===== config.mk =====
export PLATFORM = sky130hd
export DESIGN_NAME = dual_slope_pwm_timer16
export DESIGN_NICKNAME = d
export VERILOG_FILES = /design/src/pwm_timer16_pkg.sv /design/src/dual_slope_pwm_timer16.sv
export SDC_FILE = /design/constraint.sdc
export NUM_CORES = 1
export LEC_CHECK = 0
export ABC_AREA = 1
export BUFFER_PORTS_ARGS = -buffer_cell sky130_fd_sc_hd__buf_4
export CAP_MARGIN = 25
export CORE_AREA = 2 2 147 163
export DETAILED_ROUTE_END_ITERATION = 10
export DIE_AREA = 0 0 149 165
export PLACE_DENSITY_LB_ADDON = 0.12
export SETUP_SLACK_MARGIN = 0.2
export SLEW_MARGIN = 20
export SYNTH_ARGS = -nofsm -noshare
export SYNTH_HDL_FRONTEND = slang
export SYNTH_SLANG_ARGS = --single-unit

===== constraint.sdc =====
create_clock -name clk -period 2.55 [get_ports clk]
set_input_delay 0.3825 -clock clk [delete_from_list [all_inputs] [get_ports clk]]
set_output_delay 0.3825 -clock clk [all_outputs]
set_load 0.01 [all_outputs]

===== src/pwm_timer16_pkg.sv =====
package pwm_timer16_pkg;

  // register offsets (word index on the plain register port)
  localparam logic [3:0] OFF_CTRL      = 4'h0;
  localparam logic [3:0] OFF_PRESCALE  = 4'h1;
  localparam logic [3:0] OFF_COUNT     = 4'h2;
  localparam logic [3:0] OFF_CMP_A     = 4'h3;
  localparam logic [3:0] OFF_CMP_B     = 4'h4;
  localparam logic [3:0] OFF_CAPTURE   = 4'h5;
  localparam logic [3:0] OFF_FLAGS     = 4'h6;
  localparam logic [3:0] OFF_DIR       = 4'h7;

  // control register fields
  localparam int CTRL_WGM_LSB    = 0;
  localparam int CTRL_ACT_A_LSB  = 4;
  localparam int CTRL_ACT_B_LSB  = 6;
  localparam logic [15:0] CTRL_RESET = 16'h0000;

  // flag register bit positions, write one to clear
  localparam int FLAG_OVF     = 0;
  localparam int FLAG_CMP_A   = 1;
  localparam int FLAG_CMP_B   = 2;
  localparam int FLAG_CAPTURE = 3;

  // waveform select codes handled here
  localparam logic [3:0] WGM_PC8     = 4'h1;
  localparam logic [3:0] WGM_PC9     = 4'h2;
  localparam logic [3:0] WGM_PC10    = 4'h3;
  localparam logic [3:0] WGM_PFC_CAP = 4'h8;
  localparam logic [3:0] WGM_PFC_A   = 4'h9;
  localparam logic [3:0] WGM_PC_CAP  = 4'ha;
  localparam logic [3:0] WGM_PC_A    = 4'hb;

  localparam logic [15:0] TOP_8BIT  = 16'h00ff;
  localparam logic [15:0] TOP_9BIT  = 16'h01ff;
  localparam logic [15:0] TOP_10BIT = 16'h03ff;

  // output action select codes
  localparam logic [1:0] ACT_OFF    = 2'h0;
  localparam logic [1:0] ACT_TOGGLE = 2'h1;
  localparam logic [1:0] ACT_NONINV = 2'h2;
  localparam logic [1:0] ACT_INV    = 2'h3;

  // prescaler select: divide by 1, 8, 64, 256, 1024; 0 stops the timer
  localparam logic [2:0] PRE_STOP = 3'h0;
  localparam logic [2:0] PRE_1    = 3'h1;
  localparam logic [2:0] PRE_8    = 3'h2;
  localparam logic [2:0] PRE_64   = 3'h3;
  localparam logic [2:0] PRE_256  = 3'h4;
  localparam logic [2:0] PRE_1024 = 3'h5;

  typedef struct packed {
    logic [3:0]  addr;
    logic [15:0] wdata;
    logic        wr;
    logic        rd;
  } reg_req_t;

  typedef enum logic {DIR_UP, DIR_DOWN} count_dir_t;

endpackage : pwm_timer16_pkg


===== src/dual_slope_pwm_timer16.sv =====
// The register addresses and the strobed register port were chosen for this implementation.
`timescale 1ns/1ps
`default_nettype none

module dual_slope_pwm_timer16 #(
  parameter int WIDTH = 16
) (
  // clock and reset
  input  wire logic                     clk,
  input  wire logic                     arst_n,
  input  wire logic                     clk_en,
  // register port
  input  wire pwm_timer16_pkg::reg_req_t req,
  output logic      [15:0]              rdata,
  // port function that the pins fall back to
  input  wire logic [1:0]               port_data,
  // pins
  output logic [1:0]                    pin_out,
  output logic [1:0]                    pin_oe
);

  if (WIDTH != 16) begin : g_width_check
    $error("only a 16-bit timer is supported");
  end

  logic [15:0] ctrl_r;
  logic [2:0]  prescale_r;
  logic [9:0]  pre_cnt_r;
  logic [15:0] timer_count_value;
  pwm_timer16_pkg::count_dir_t dir_r;
  logic [15:0] cmp_buf_r [2];
  logic [15:0] cmp_act_r [2];
  logic [15:0] capture_top_register;
  logic [3:0]  flags_r;
  logic [1:0]  pin_direction_bit;
  logic [1:0]  waveform_output;
  logic        timer_tick;
  logic [3:0]  waveform_select;
  logic [15:0] top;
  logic        fixed_top;
  logic        pfc_mode;
  logic        pc_mode;
  logic        at_top;
  logic        at_zero;
  logic        reload;
  logic [15:0] top_mask;
  logic        wave_hi;
  logic [3:0]  flag_set;
  logic [3:0]  flag_clr;

  assign waveform_select = ctrl_r[pwm_timer16_pkg::CTRL_WGM_LSB +: 4];

  // action select of a channel
  function automatic logic [1:0] act_of(input logic [15:0] c,
                                        input int ch);
    act_of = (ch == 0) ? c[pwm_timer16_pkg::CTRL_ACT_A_LSB +: 2]
                       : c[pwm_timer16_pkg::CTRL_ACT_B_LSB +: 2];
  endfunction : act_of

  always_comb begin
    pc_mode   = 1'b0;
    pfc_mode  = 1'b0;
    fixed_top = 1'b0;
    top       = 16'hffff;
    unique case (waveform_select)
      pwm_timer16_pkg::WGM_PC8: begin
        pc_mode   = 1'b1;
        fixed_top = 1'b1;
        top       = pwm_timer16_pkg::TOP_8BIT;
      end
      pwm_timer16_pkg::WGM_PC9: begin
        pc_mode   = 1'b1;
        fixed_top = 1'b1;
        top       = pwm_timer16_pkg::TOP_9BIT;
      end
      pwm_timer16_pkg::WGM_PC10: begin
        pc_mode   = 1'b1;
        fixed_top = 1'b1;
        top       = pwm_timer16_pkg::TOP_10BIT;
      end
      pwm_timer16_pkg::WGM_PC_CAP: begin
        pc_mode = 1'b1;
        top     = capture_top_register;
      end
      pwm_timer16_pkg::WGM_PC_A: begin
        pc_mode = 1'b1;
        top     = cmp_act_r[0];
      end
      pwm_timer16_pkg::WGM_PFC_CAP: begin
        pfc_mode = 1'b1;
        top      = capture_top_register;
      end
      pwm_timer16_pkg::WGM_PFC_A: begin
        pfc_mode = 1'b1;
        top      = cmp_act_r[0];
      end
      default: begin
        top = 16'hffff;
      end
    endcase
  end

  assign top_mask = fixed_top ? top : 16'hffff;
  assign at_top   = (timer_count_value == top);
  assign at_zero  = (timer_count_value == 16'h0000);
  // level a non-inverted match leaves: TOP counts as high, zero as low,
  // otherwise a compare of zero would latch high at the bottom turn
  assign wave_hi  = ((dir_r == pwm_timer16_pkg::DIR_DOWN) || at_top) &&
                    !at_zero;
  // reload point differs per mode
  assign reload   = timer_tick &&
                    ((pc_mode && at_top) || (pfc_mode && at_zero));

  // prescaler: tick is a clock enable only, never a clock
  always_comb begin
    unique case (prescale_r)
      pwm_timer16_pkg::PRE_1:    timer_tick = 1'b1;
      pwm_timer16_pkg::PRE_8:    timer_tick = (pre_cnt_r[2:0] == 3'h7);
      pwm_timer16_pkg::PRE_64:   timer_tick = (pre_cnt_r[5:0] == 6'h3f);
      pwm_timer16_pkg::PRE_256:  timer_tick = (pre_cnt_r[7:0] == 8'hff);
      pwm_timer16_pkg::PRE_1024: timer_tick = (pre_cnt_r == 10'h3ff);
      default:                   timer_tick = 1'b0;
    endcase
  end

  always_ff @(posedge clk or negedge arst_n) begin
    if (!arst_n) begin
      pre_cnt_r <= 10'h000;
    end else if (clk_en) begin
      if (prescale_r == pwm_timer16_pkg::PRE_STOP) begin
        pre_cnt_r <= 10'h000;
      end else begin
        pre_cnt_r <= pre_cnt_r + 10'h001;
      end
    end
  end

  // counter and direction
  always_ff @(posedge clk or negedge arst_n) begin
    if (!arst_n) begin
      timer_count_value <= 16'h0000;
      dir_r             <= pwm_timer16_pkg::DIR_UP;
    end else if (clk_en) begin
      if (req.wr && req.addr == pwm_timer16_pkg::OFF_COUNT) begin
        timer_count_value <= req.wdata;
      end else if (timer_tick && (pc_mode || pfc_mode)) begin
        if (dir_r == pwm_timer16_pkg::DIR_UP) begin
          if (at_top) begin
            // direction turns at top and the count falls on this same tick
            dir_r             <= pwm_timer16_pkg::DIR_DOWN;
            timer_count_value <= timer_count_value - 16'h0001;
          end else begin
            timer_count_value <= timer_count_value + 16'h0001;
          end
        end else begin
          if (at_zero) begin
            dir_r             <= pwm_timer16_pkg::DIR_UP;
            timer_count_value <= timer_count_value + 16'h0001;
          end else begin
            timer_count_value <= timer_count_value - 16'h0001;
          end
        end
      end
    end
  end

  // compare buffers and active compares
  for (genvar ch = 0; ch < 2; ch++) begin : g_cmp
    localparam logic [3:0] OFF = (ch == 0) ? pwm_timer16_pkg::OFF_CMP_A
                                           : pwm_timer16_pkg::OFF_CMP_B;
    always_ff @(posedge clk or negedge arst_n) begin
      if (!arst_n) begin
        cmp_buf_r[ch] <= 16'h0000;
      end else if (clk_en && req.wr && req.addr == OFF) begin
        cmp_buf_r[ch] <= req.wdata & top_mask;
      end
    end
    always_ff @(posedge clk or negedge arst_n) begin
      if (!arst_n) begin
        cmp_act_r[ch] <= 16'h0000;
      end else if (clk_en && reload) begin
        cmp_act_r[ch] <= cmp_buf_r[ch];
      end
    end

    // waveform: clear on up match, set on down match for non-inverted
    always_ff @(posedge clk or negedge arst_n) begin
      if (!arst_n) begin
        waveform_output[ch] <= 1'b0;
      end else if (clk_en && timer_tick && (pc_mode || pfc_mode) &&
                   timer_count_value == cmp_act_r[ch]) begin
        unique case (act_of(ctrl_r, ch))
          pwm_timer16_pkg::ACT_NONINV:
            // at TOP the up match holds high, so compare==TOP stays high
            waveform_output[ch] <= wave_hi;
          pwm_timer16_pkg::ACT_INV:
            waveform_output[ch] <= !wave_hi;
          pwm_timer16_pkg::ACT_TOGGLE:
            if (ch == 0 && (waveform_select == pwm_timer16_pkg::WGM_PC_A ||
                            waveform_select == pwm_timer16_pkg::WGM_PFC_A))
              waveform_output[ch] <= !waveform_output[ch];
          default: ;
        endcase
      end
    end

    // pin mux: disconnected action keeps port function; the direction bit only sets the enable
    always_ff @(posedge clk or negedge arst_n) begin
      if (!arst_n) begin
        pin_out[ch] <= 1'b0;
        pin_oe[ch]  <= 1'b0;
      end else if (clk_en) begin
        pin_oe[ch]  <= pin_direction_bit[ch];
        pin_out[ch] <= (act_of(ctrl_r, ch) == pwm_timer16_pkg::ACT_OFF)
                       ? port_data[ch] : waveform_output[ch];
      end
    end
  end

  // flags: hardware set wins over a clear in the same cycle
  always_comb begin
    flag_set = 4'h0;
    flag_clr = 4'h0;
    if (req.wr && req.addr == pwm_timer16_pkg::OFF_FLAGS) begin
      flag_clr = req.wdata[3:0];
    end
    if (timer_tick && (pc_mode || pfc_mode)) begin
      if (pc_mode && at_zero) begin
        flag_set[pwm_timer16_pkg::FLAG_OVF] = 1'b1;
      end
      if (reload && pfc_mode) begin
        flag_set[pwm_timer16_pkg::FLAG_OVF] = 1'b1;
      end
      if (timer_count_value == cmp_act_r[0]) begin
        flag_set[pwm_timer16_pkg::FLAG_CMP_A] = 1'b1;
      end
      if (timer_count_value == cmp_act_r[1]) begin
        flag_set[pwm_timer16_pkg::FLAG_CMP_B] = 1'b1;
      end
      if (at_top) begin
        // pc sets these with the reload at TOP; pfc sets at TOP too
        if (waveform_select == pwm_timer16_pkg::WGM_PC_A ||
            waveform_select == pwm_timer16_pkg::WGM_PFC_A) begin
          flag_set[pwm_timer16_pkg::FLAG_CMP_A] = 1'b1;
        end
        if (waveform_select == pwm_timer16_pkg::WGM_PC_CAP ||
            waveform_select == pwm_timer16_pkg::WGM_PFC_CAP) begin
          flag_set[pwm_timer16_pkg::FLAG_CAPTURE] = 1'b1;
        end
      end
    end
  end

  always_ff @(posedge clk or negedge arst_n) begin
    if (!arst_n) begin
      flags_r <= 4'h0;
    end else if (clk_en) begin
      flags_r <= (flags_r & ~flag_clr) | flag_set;
    end
  end

  // plain software registers
  always_ff @(posedge clk or negedge arst_n) begin
    if (!arst_n) begin
      ctrl_r               <= pwm_timer16_pkg::CTRL_RESET;
      prescale_r           <= pwm_timer16_pkg::PRE_STOP;
      capture_top_register <= 16'h0000;
      pin_direction_bit    <= 2'h0;
    end else if (clk_en && req.wr) begin
      unique case (req.addr)
        pwm_timer16_pkg::OFF_CTRL:     ctrl_r <= req.wdata;
        pwm_timer16_pkg::OFF_PRESCALE: prescale_r <= req.wdata[2:0];
        pwm_timer16_pkg::OFF_CAPTURE:  capture_top_register <= req.wdata;
        pwm_timer16_pkg::OFF_DIR:      pin_direction_bit <= req.wdata[1:0];
        default: ;
      endcase
    end
  end

  // read data one cycle after the strobe, zero otherwise
  always_ff @(posedge clk or negedge arst_n) begin
    if (!arst_n) begin
      rdata <= 16'h0000;
    end else if (clk_en) begin
      rdata <= 16'h0000;
      if (req.rd) begin
        unique case (req.addr)
          pwm_timer16_pkg::OFF_CTRL:     rdata <= ctrl_r;
          pwm_timer16_pkg::OFF_PRESCALE: rdata <= {13'h0000, prescale_r};
          pwm_timer16_pkg::OFF_COUNT:    rdata <= timer_count_value;
          pwm_timer16_pkg::OFF_CMP_A:    rdata <= cmp_buf_r[0];
          pwm_timer16_pkg::OFF_CMP_B:    rdata <= cmp_buf_r[1];
          pwm_timer16_pkg::OFF_CAPTURE:  rdata <= capture_top_register;
          pwm_timer16_pkg::OFF_FLAGS:    rdata <= {12'h000, flags_r};
          pwm_timer16_pkg::OFF_DIR:      rdata <= {14'h0000, pin_direction_bit};
          default:                       rdata <= 16'h0000;
        endcase
      end
    end
  end

endmodule : dual_slope_pwm_timer16
`default_nettype wire


==> summary.md, run 1 <==
| Metric | Value |
|---|---|
| Htree depth | `4` |
| Asr flop ratio synth | `100%` |
| Hold path start | `req[9]` |
| Routed WL | `32000 microns` |
| Share of cells above drive strength 1 | `19.4%` |
| Worst Hold Class | `in -> reg` |
| Routed len/inst | `around 19 microns` |
| Yosys warnings | `0` |
| Lkg Pwr | `5.52 nW` |
| Worst hold slack | `0.165 ns` |
| Post-route cell area | `11300 sq um` |
| Placed Instances | `1598` |
| Post-route antenna net violation count | `0` |
| Mean post-synth cell area | `7.24 sq um` |
| GRT Util Overall | `roughly a quarter` |
| Mapped Cells | `1245` |
| Port-buffer cells | `46` |
| CTS Buf Count | `17` |
| Slew Limit Fails | `0` |
| Final Non-Filler Cells | `1664` |
| WS Path Type | `reg -> reg` |
| Crit. End Element | `flip-flop` |
| WHS Endpoint | `cmp_buf_r[23]` |
| Synth Register Bits | `154` |
| Fin util | `49.7%` |
| Switching Fraction | `41.1%` |
| First DRT Iteration DRCs | `756` |
| Sequential share of power | `33.8%` |
| Fmax | `0.408 GHz` |
| DP HPWL | `between 20000 and 25000 microns` |
| RSZ-0062 raised after global routing | `yes` |
| Die height | `165 microns` |
| R2r setup slk | `between 0.1 and 0.15 ns` |
| Std cell rows | `58` |
| Synthesized area | `9010 sq um` |
| Root Driver | `clkbuf_16` |
| Slew @ Worst Pin | `around 0.56 ns` |
| Design Power | `slightly below 0.01 W` |
| Post-layout nets | `1383` |
| Synthesis-to-layout area growth | `25.7%` |
| Post-route minimum period | `2.45 ns` |
| WP data arrival | `around 2.8 ns` |
| Core area | `22800 sq um` |
| Crit start category | `flip-flop` |
| Post-synth EDFFs | `0` |
| Hold path depth | `3` |
| Final cycle utilization of the critical path | `~96%` |
| Placed instance area | `10000 sq um` |
| Clock buffer depth | `2` |
| Largest net degree at the start of global routing | `between 50 and 60` |
| Crit path max fanout | `10` |
| Seq/Total Area, Yosys | `42.8%` |
| Clk pin slew, worst setup/hold paths | `0.08 ns` |
| Outcome | `finished, final reports clean` |
| Via density | `between 5 and 6` |
| Slew margin rel. | `between 60 and 70%` |
| Die footprint | `between 20000 and 25000 sq um` |
| Starting Density | `39.5%` |
| Final setup viols | `0` |
| Worst Path Required | `2.87 ns` |
| Reg-to-reg startpoint | `ctrl_r[2]` |
| Die Wd | `between 100 and 150 microns` |
| Clock Latency Late Sink | `0.44 ns` |
| Boundary Pins | `47` |
| Int Pwr | `between 0.005 and 0.006 W` |
| FILL cells | `2369` |
| Drt pass-1 iters | `6` |
| Net switching power | `0.00403 W` |
| Vias | `approximately 8900` |
| Initial antenna violation count | `1` |
| First-pass GRT wire length | `48500 microns` |
| R2R depth | `16` |
| Final count of hold timing violations | `0` |
| Vias in the first global route | `8571` |
| Setup Skew | `0.0181 ns` |
| PwrDens | `865 nW/um^2` |
| CTS sink cnt | `~150` |
| Top FF cell, synth | `dfrtp_1` |
| Maxcap violations | `0` |
| Reg2reg end | `cmp_act_r[26]` |
| DRC | `0` |
| Max rail drop VDD | `between 0.4 and 0.5 mV` |
| Clock share of power | `28.3%` |
| Post-synth cell types | `41` |
| Logic pwr share | `about 38%` |
| Gr ovfl total | `0` |
| Placer Congestion | `0.943` |
| CTS tree | `built` |
| Syn_nets | `approximately 1300` |
| Antenna cells | `0` |
==> worst max-delay path: stages, from the launching register on <==
cell       delay [ns]
dfrtp_2          0.47
inv_2            0.10
nand2_4          0.08
nor2_4           0.28
nand2_2          0.12
nand3_2          0.08
nand2_1          0.05
nand2_1          0.11
nand2_2          0.07
nor3_4           0.24
nand3_2          0.10
nand2_2          0.11
nand3_4          0.07
buf_12           0.17
clkbuf_16        0.17
nand2_1          0.05
o21ai_1          0.05
==> logic make-up (layout without fill, tap and decap cells) <==
| group | count (synthesis) | after routing | synth area share [%] |
|---|---|---|---|
| AO/OA/AOI/OAI | 228 | 228 | 14.1 |
| adder cells (fa/ha/maj) | 5 | 5 | 0.694 |
| buffers and inverters | 183 | 301 | 8.26 |
| AND/OR/NAND/NOR | 627 | 628 | 29.5 |
| flip-flops | 154 | 154 | 42.8 |
| XOR/XNOR | 48 | 48 | 4.67 |
==> flip-flops by register name, indices dropped and copies added (netlist names), 3 cells and up <==
signal and flops:
cmp_act_r 32, prescale_r 3, capture_top_register 16, timer_count_value 16, cmp_buf_r 32, ctrl_r 16
rdata 16, flags_r 4, pre_cnt_r 10
==> metrics by stage <==
stage / setup TNS (ns) / setup WS (ns)
2_1_floorplan: 0 / 0.398
3_3_place_gp: 0 / 0.0772
3_5_place_dp: 0 / 0.0572
4_1_cts: 0 / 0.202
5_1_grt: -0.103 / -0.0144
6_report: 0 / 0.102
==> power by group through the flow <==
stage	combinational (W)	clock [W]	sequential, W
4_1_cts	0.00334	0.00280	0.00330
3_5_place_dp	0.00331	0	0.00335
5_1_grt	0.00413	0.00291	0.00335
6_report	0.00371	0.00277	0.00331
3_3_place_gp	0.00329	0	0.00334
2_1_floorplan	0.00232	0	0.00306
==> layout by cell type, fill, tap and decap left out, types with 13 or more instances in the layout <==
master and instances:
nand2_1 337, dfrtp_1 148, o21ai_0 115, buf_4 113, inv_1 112, nand3_1 94
nor2_1 84, xor2_1 43, o21ai_1 30, a21oi_1 28, nand2_2 21, clkbuf_16 21
nand4_1 20, nand3_2 20, nor3_1 15, buf_6 14, o22ai_1 13
==> worst max path at each step <==
stage               from              endpoint  slack, ns  cells after the start
2_1_floorplan  ctrl_r[3]         cmp_act_r[18]       0.40                     15
3_3_place_gp   ctrl_r[3]  timer_count_value[2]       0.08                     17
3_5_place_dp   ctrl_r[3]  timer_count_value[5]       0.06                     17
4_1_cts        ctrl_r[3]         cmp_act_r[31]       0.20                     17
5_1_grt        ctrl_r[2]         cmp_act_r[31]      -0.01                     16
6_report       ctrl_r[2]         cmp_act_r[26]       0.10                     16
==> synth_stat cells, types with 3 or more instances <==
cell | instances | area [sq um]
inv_2 | 4 | 15.0
inv_1 | 117 | 439
xnor2_1 | 5 | 43.8
o22ai_1 | 13 | 81.3
o21ai_1 | 32 | 160
clkbuf_1 | 35 | 131
buf_4 | 4 | 30.0
buf_2 | 10 | 50.1
nor3_1 | 15 | 75.1
nor2_2 | 3 | 18.8
or2_2 | 4 | 25.0
o21bai_1 | 5 | 37.5
a221oi_1 | 8 | 70.1
o221ai_1 | 8 | 70.1
nand2_1 | 359 | 1350
buf_6 | 4 | 45.0
o21ai_0 | 115 | 576
ha_1 | 5 | 62.6
nand3_1 | 114 | 571
a211oi_1 | 5 | 37.5
nor4_1 | 7 | 43.8
nor2_1 | 94 | 353
nand4_1 | 20 | 125
clkinv_1 | 8 | 30.0
dfrtp_1 | 154 | 3850
a21oi_1 | 35 | 175
xor2_1 | 43 | 377
==> final cells by class <==
cell class	instances	area, sq um	share of cell area [%]
Sequential cell	154	3860	34.1
Tap cell	300	375	3.31
Timing Repair Buffer	140	1250	11.0
Clock buffer	17	425	3.76
Multi-Input combinational cell	909	4700	41.5
Clock inverter	15	219	1.93
Inverter	129	494	4.36
==> routing by layer <==
layer	global-route usage, %	part of all wire [%]
met1	32.4	43
met2	44.1	48
met3	4.64	4.6
met4	12.6	4.8
met5	0	0.041
==> what timing repair did <==
item	4_1_cts	5_1_grt
setup buffers	0	23
pin swaps	0	23
hold endpoints to repair	46	0
cloned	0	10
setup endpoints to repair	27	52
hold buffers	1	0
resized for setup	4	91
No activity file was read; power rests on OpenSTA's default activity.
==> inputs of run 2 (changes only) <==
--- a/config.mk
+++ b/config.mk
@@ -11,7 +11,7 @@
 export CORE_AREA = 2 2 147 163
 export DETAILED_ROUTE_END_ITERATION = 10
 export DIE_AREA = 0 0 149 165
-export PLACE_DENSITY_LB_ADDON = 0.12
+export PLACE_DENSITY_LB_ADDON = 0.05
 export SETUP_SLACK_MARGIN = 0.2
 export SLEW_MARGIN = 20
 export SYNTH_ARGS = -nofsm -noshare
==> run 2 against run 1 <==
Net effect:
- critical path depth down 1
- clock-buffer cell count unchanged
- register-to-register slack improved by 0.09 ns
- wire length up 0.34%
- clock skew rose by 0.00088 ns
- maximum frequency rose by 3.9%
- core utilization fell by 0.37 points
- sequential share of layout area up 0.27 points
- critical path type unchanged
==> summary.md, run 2 (synthesized netlist as in run 1, its figures left out) <==
| Metric | Value |
|---|---|
| GRT Util Overall | `26.5%` |
| Htree depth | `4` |
| Top Metal Used | `met4` |
| Die height | `165 microns` |
| Crit. End Element | `flip-flop` |
| Slew @ Worst Pin | `0.856 ns` |
| Post-route minimum period | `2.36 ns` |
| Post-route antenna net violation count | `0` |
| CTS sink cnt | `154` |
| Synthesis-to-layout area growth | `24.8%` |
| Int Pwr | `~0.0057 W` |
| Slew Limit Fails | `0` |
| RSZ-0062 raised after global routing | `yes` |
| Maxcap violations | `0` |
| WS Path Type | `reg -> reg` |
| Die Wd | `149 microns` |
| Crit start category | `flip-flop` |
| Core area | `22800 sq um` |
| Post-layout nets | `1375` |
| Fin util | `49.3%` |
| Crit path max fanout | `32` |
| DRT met1 WL | `13600 microns` |
| Slew margin rel. | `41.5%` |
| Metal3 WL | `1600 microns` |
| Largest regs | `cmp_act_r (32), cmp_buf_r (32)` |
| Fmax | `about 0.42 GHz` |
| Clock share of power | `between 20 and 30%` |
| Setup TNS | `0 ns` |
| Vias in the first global route | `roughly 8500` |
| First-pass GRT wire length | `49100 microns` |
| Most frequent cells in the layout | `nand2_1, dfrtp_1, inv_1, o21ai_0` |
| Largest net degree at the start of global routing | `55` |
| Sequential share of power | `34.4%` |
| Logic pwr share | `37.5%` |
| Final cycle utilization of the critical path | `92.4%` |
| Clock Latency Late Sink | `0.44 ns` |
| Routed len/inst | `19.4 microns` |
| Port-buffer cells | `46` |
| Die footprint | `24600 sq um` |
| Switching Fraction | `40.8%` |
| Vias | `8851` |
| Gr ovfl total | `0` |
| PwrDens | `863 nW/um^2` |
| First DRT Iteration DRCs | `842` |
| Outcome | `finished, final reports clean` |
| Setup Skew | `0.0190 ns` |
| Routed length on met2 | `between 15000 and 20000 microns` |
| Worst Path Required | `about 2.9 ns` |
| Final count of hold timing violations | `0` |
| Starting Density | `39.5%` |
| Routed WL | `between 30000 and 40000 microns` |
| Share of cells above drive strength 1 | `18.4%` |
| Clk pin slew, worst setup/hold paths | `0.08 ns` |
| Via density | `5.34` |
| DP HPWL | `23200 microns` |
| CTS tree | `built` |
| Boundary Pins | `47` |
| Commonest non-fill, non-tap cell in the layout | `nand2_1` |
| Final setup viols | `0` |
| Std cell rows | `58` |
| Initial antenna violation count | `0` |
| Net switching power | `0.00396 W` |
| Root Driver | `clkbuf_16` |
| Drt pass-1 iters | `5` |
| WP data arrival | `2.67 ns` |
| Antenna cells | `0` |
| Lkg Pwr | `5.43 nW` |
| Worst Hold Class | `in -> reg` |
| Placer Congestion | `approximately 0.96` |
| CTS Buf Count | `17` |
| DRC | `0` |
| Max rail drop VDD | `0.483 mV` |
| Clock buffer depth | `2` |
==> run 2: changes by cell type in the layout (fill, tap and decap cells not counted), moves of 4 or more <==
cell / change
buf_4: -7
nand2_1: -4
nand3_1: +12
nand3_2: -12
==> run 2: layout make-up <==
cell class              instances  area [sq um]
multi-input cells             909          4660
clock buffers                  17           425
repair buffers                132          1220
clock inverters                15           196
inverters                     129           497
fillers                      2347         11500
flip-flops and latches        154          3860
well taps                     300           375
==> run 2: worst paths after layout <==
kind	cells past startpoint	to	startpoint	slack, ns
min	3	cmp_buf_r[17]	req[3]	0.16
min reg2reg	1	pre_cnt_r[9]	pre_cnt_r[9]	0.47
max in group asynchronous	3	capture_top_register[10]	arst_n	1.39
max	15	cmp_act_r[31]	ctrl_r[3]	0.19
min in group asynchronous	2	rdata[2]	arst_n	0.49
max reg2reg	15	cmp_act_r[31]	ctrl_r[3]	0.19
==> run 2: metrics by stage <==
step           total power (W)  worst slack (ns)  hold slack, ns  area, sq um  std cells
2_1_floorplan          0.00538             0.398          0.0869         9010       1245
3_3_place_gp           0.00658             0.163           0.403        10000       1600
3_5_place_dp           0.00659             0.152           0.405        10000       1600
4_1_cts                0.00935             0.204           0.157        10700       1633
5_1_grt                 0.0103            0.0392           0.171        11200       1656
6_report               0.00970             0.193           0.163        11200       1656
==> run 2: routing by layer <==
metal	vias to the layer above	GRT usage [%]
met1	4210	33.8
met5	-	0
met2	297	45.1
met4	0	11.1
li1	4282	-
met3	62	3.92
==> run 2: critical path: stages, from the launching register on <==
cell and delay (ns):
dfrtp_2 0.47, nand2_4 0.16, buf_12 0.17, nand2_8 0.08, buf_8 0.14, nand4_1 0.12, nand2_1 0.07, nor2_1 0.10
nand2_1 0.07, nor2_2 0.15, nand3_2 0.08, nand2_2 0.11, nand3_4 0.15, buf_12 0.21, nand2_1 0.06, o21ai_1 0.07
==> run 2: power groups by stage <==
| stage | sequential [W] | clock (W) | combinational (W) |
|---|---|---|---|
| 3_5_place_dp | 0.00336 | 0 | 0.00323 |
| 3_3_place_gp | 0.00336 | 0 | 0.00322 |
| 2_1_floorplan | 0.00306 | 0 | 0.00232 |
| 5_1_grt | 0.00339 | 0.00287 | 0.00405 |
| 4_1_cts | 0.00331 | 0.00278 | 0.00325 |
| 6_report | 0.00334 | 0.00273 | 0.00364 |
==> run 2: what timing repair did <==
action,4_1_cts,5_1_grt
cloned,0,8
hold buffers,1,0
setup buffers,0,15
pin swaps,0,11
resized for setup,1,101
endpoints found under the setup margin,17,51
hold endpoints to repair,51,0
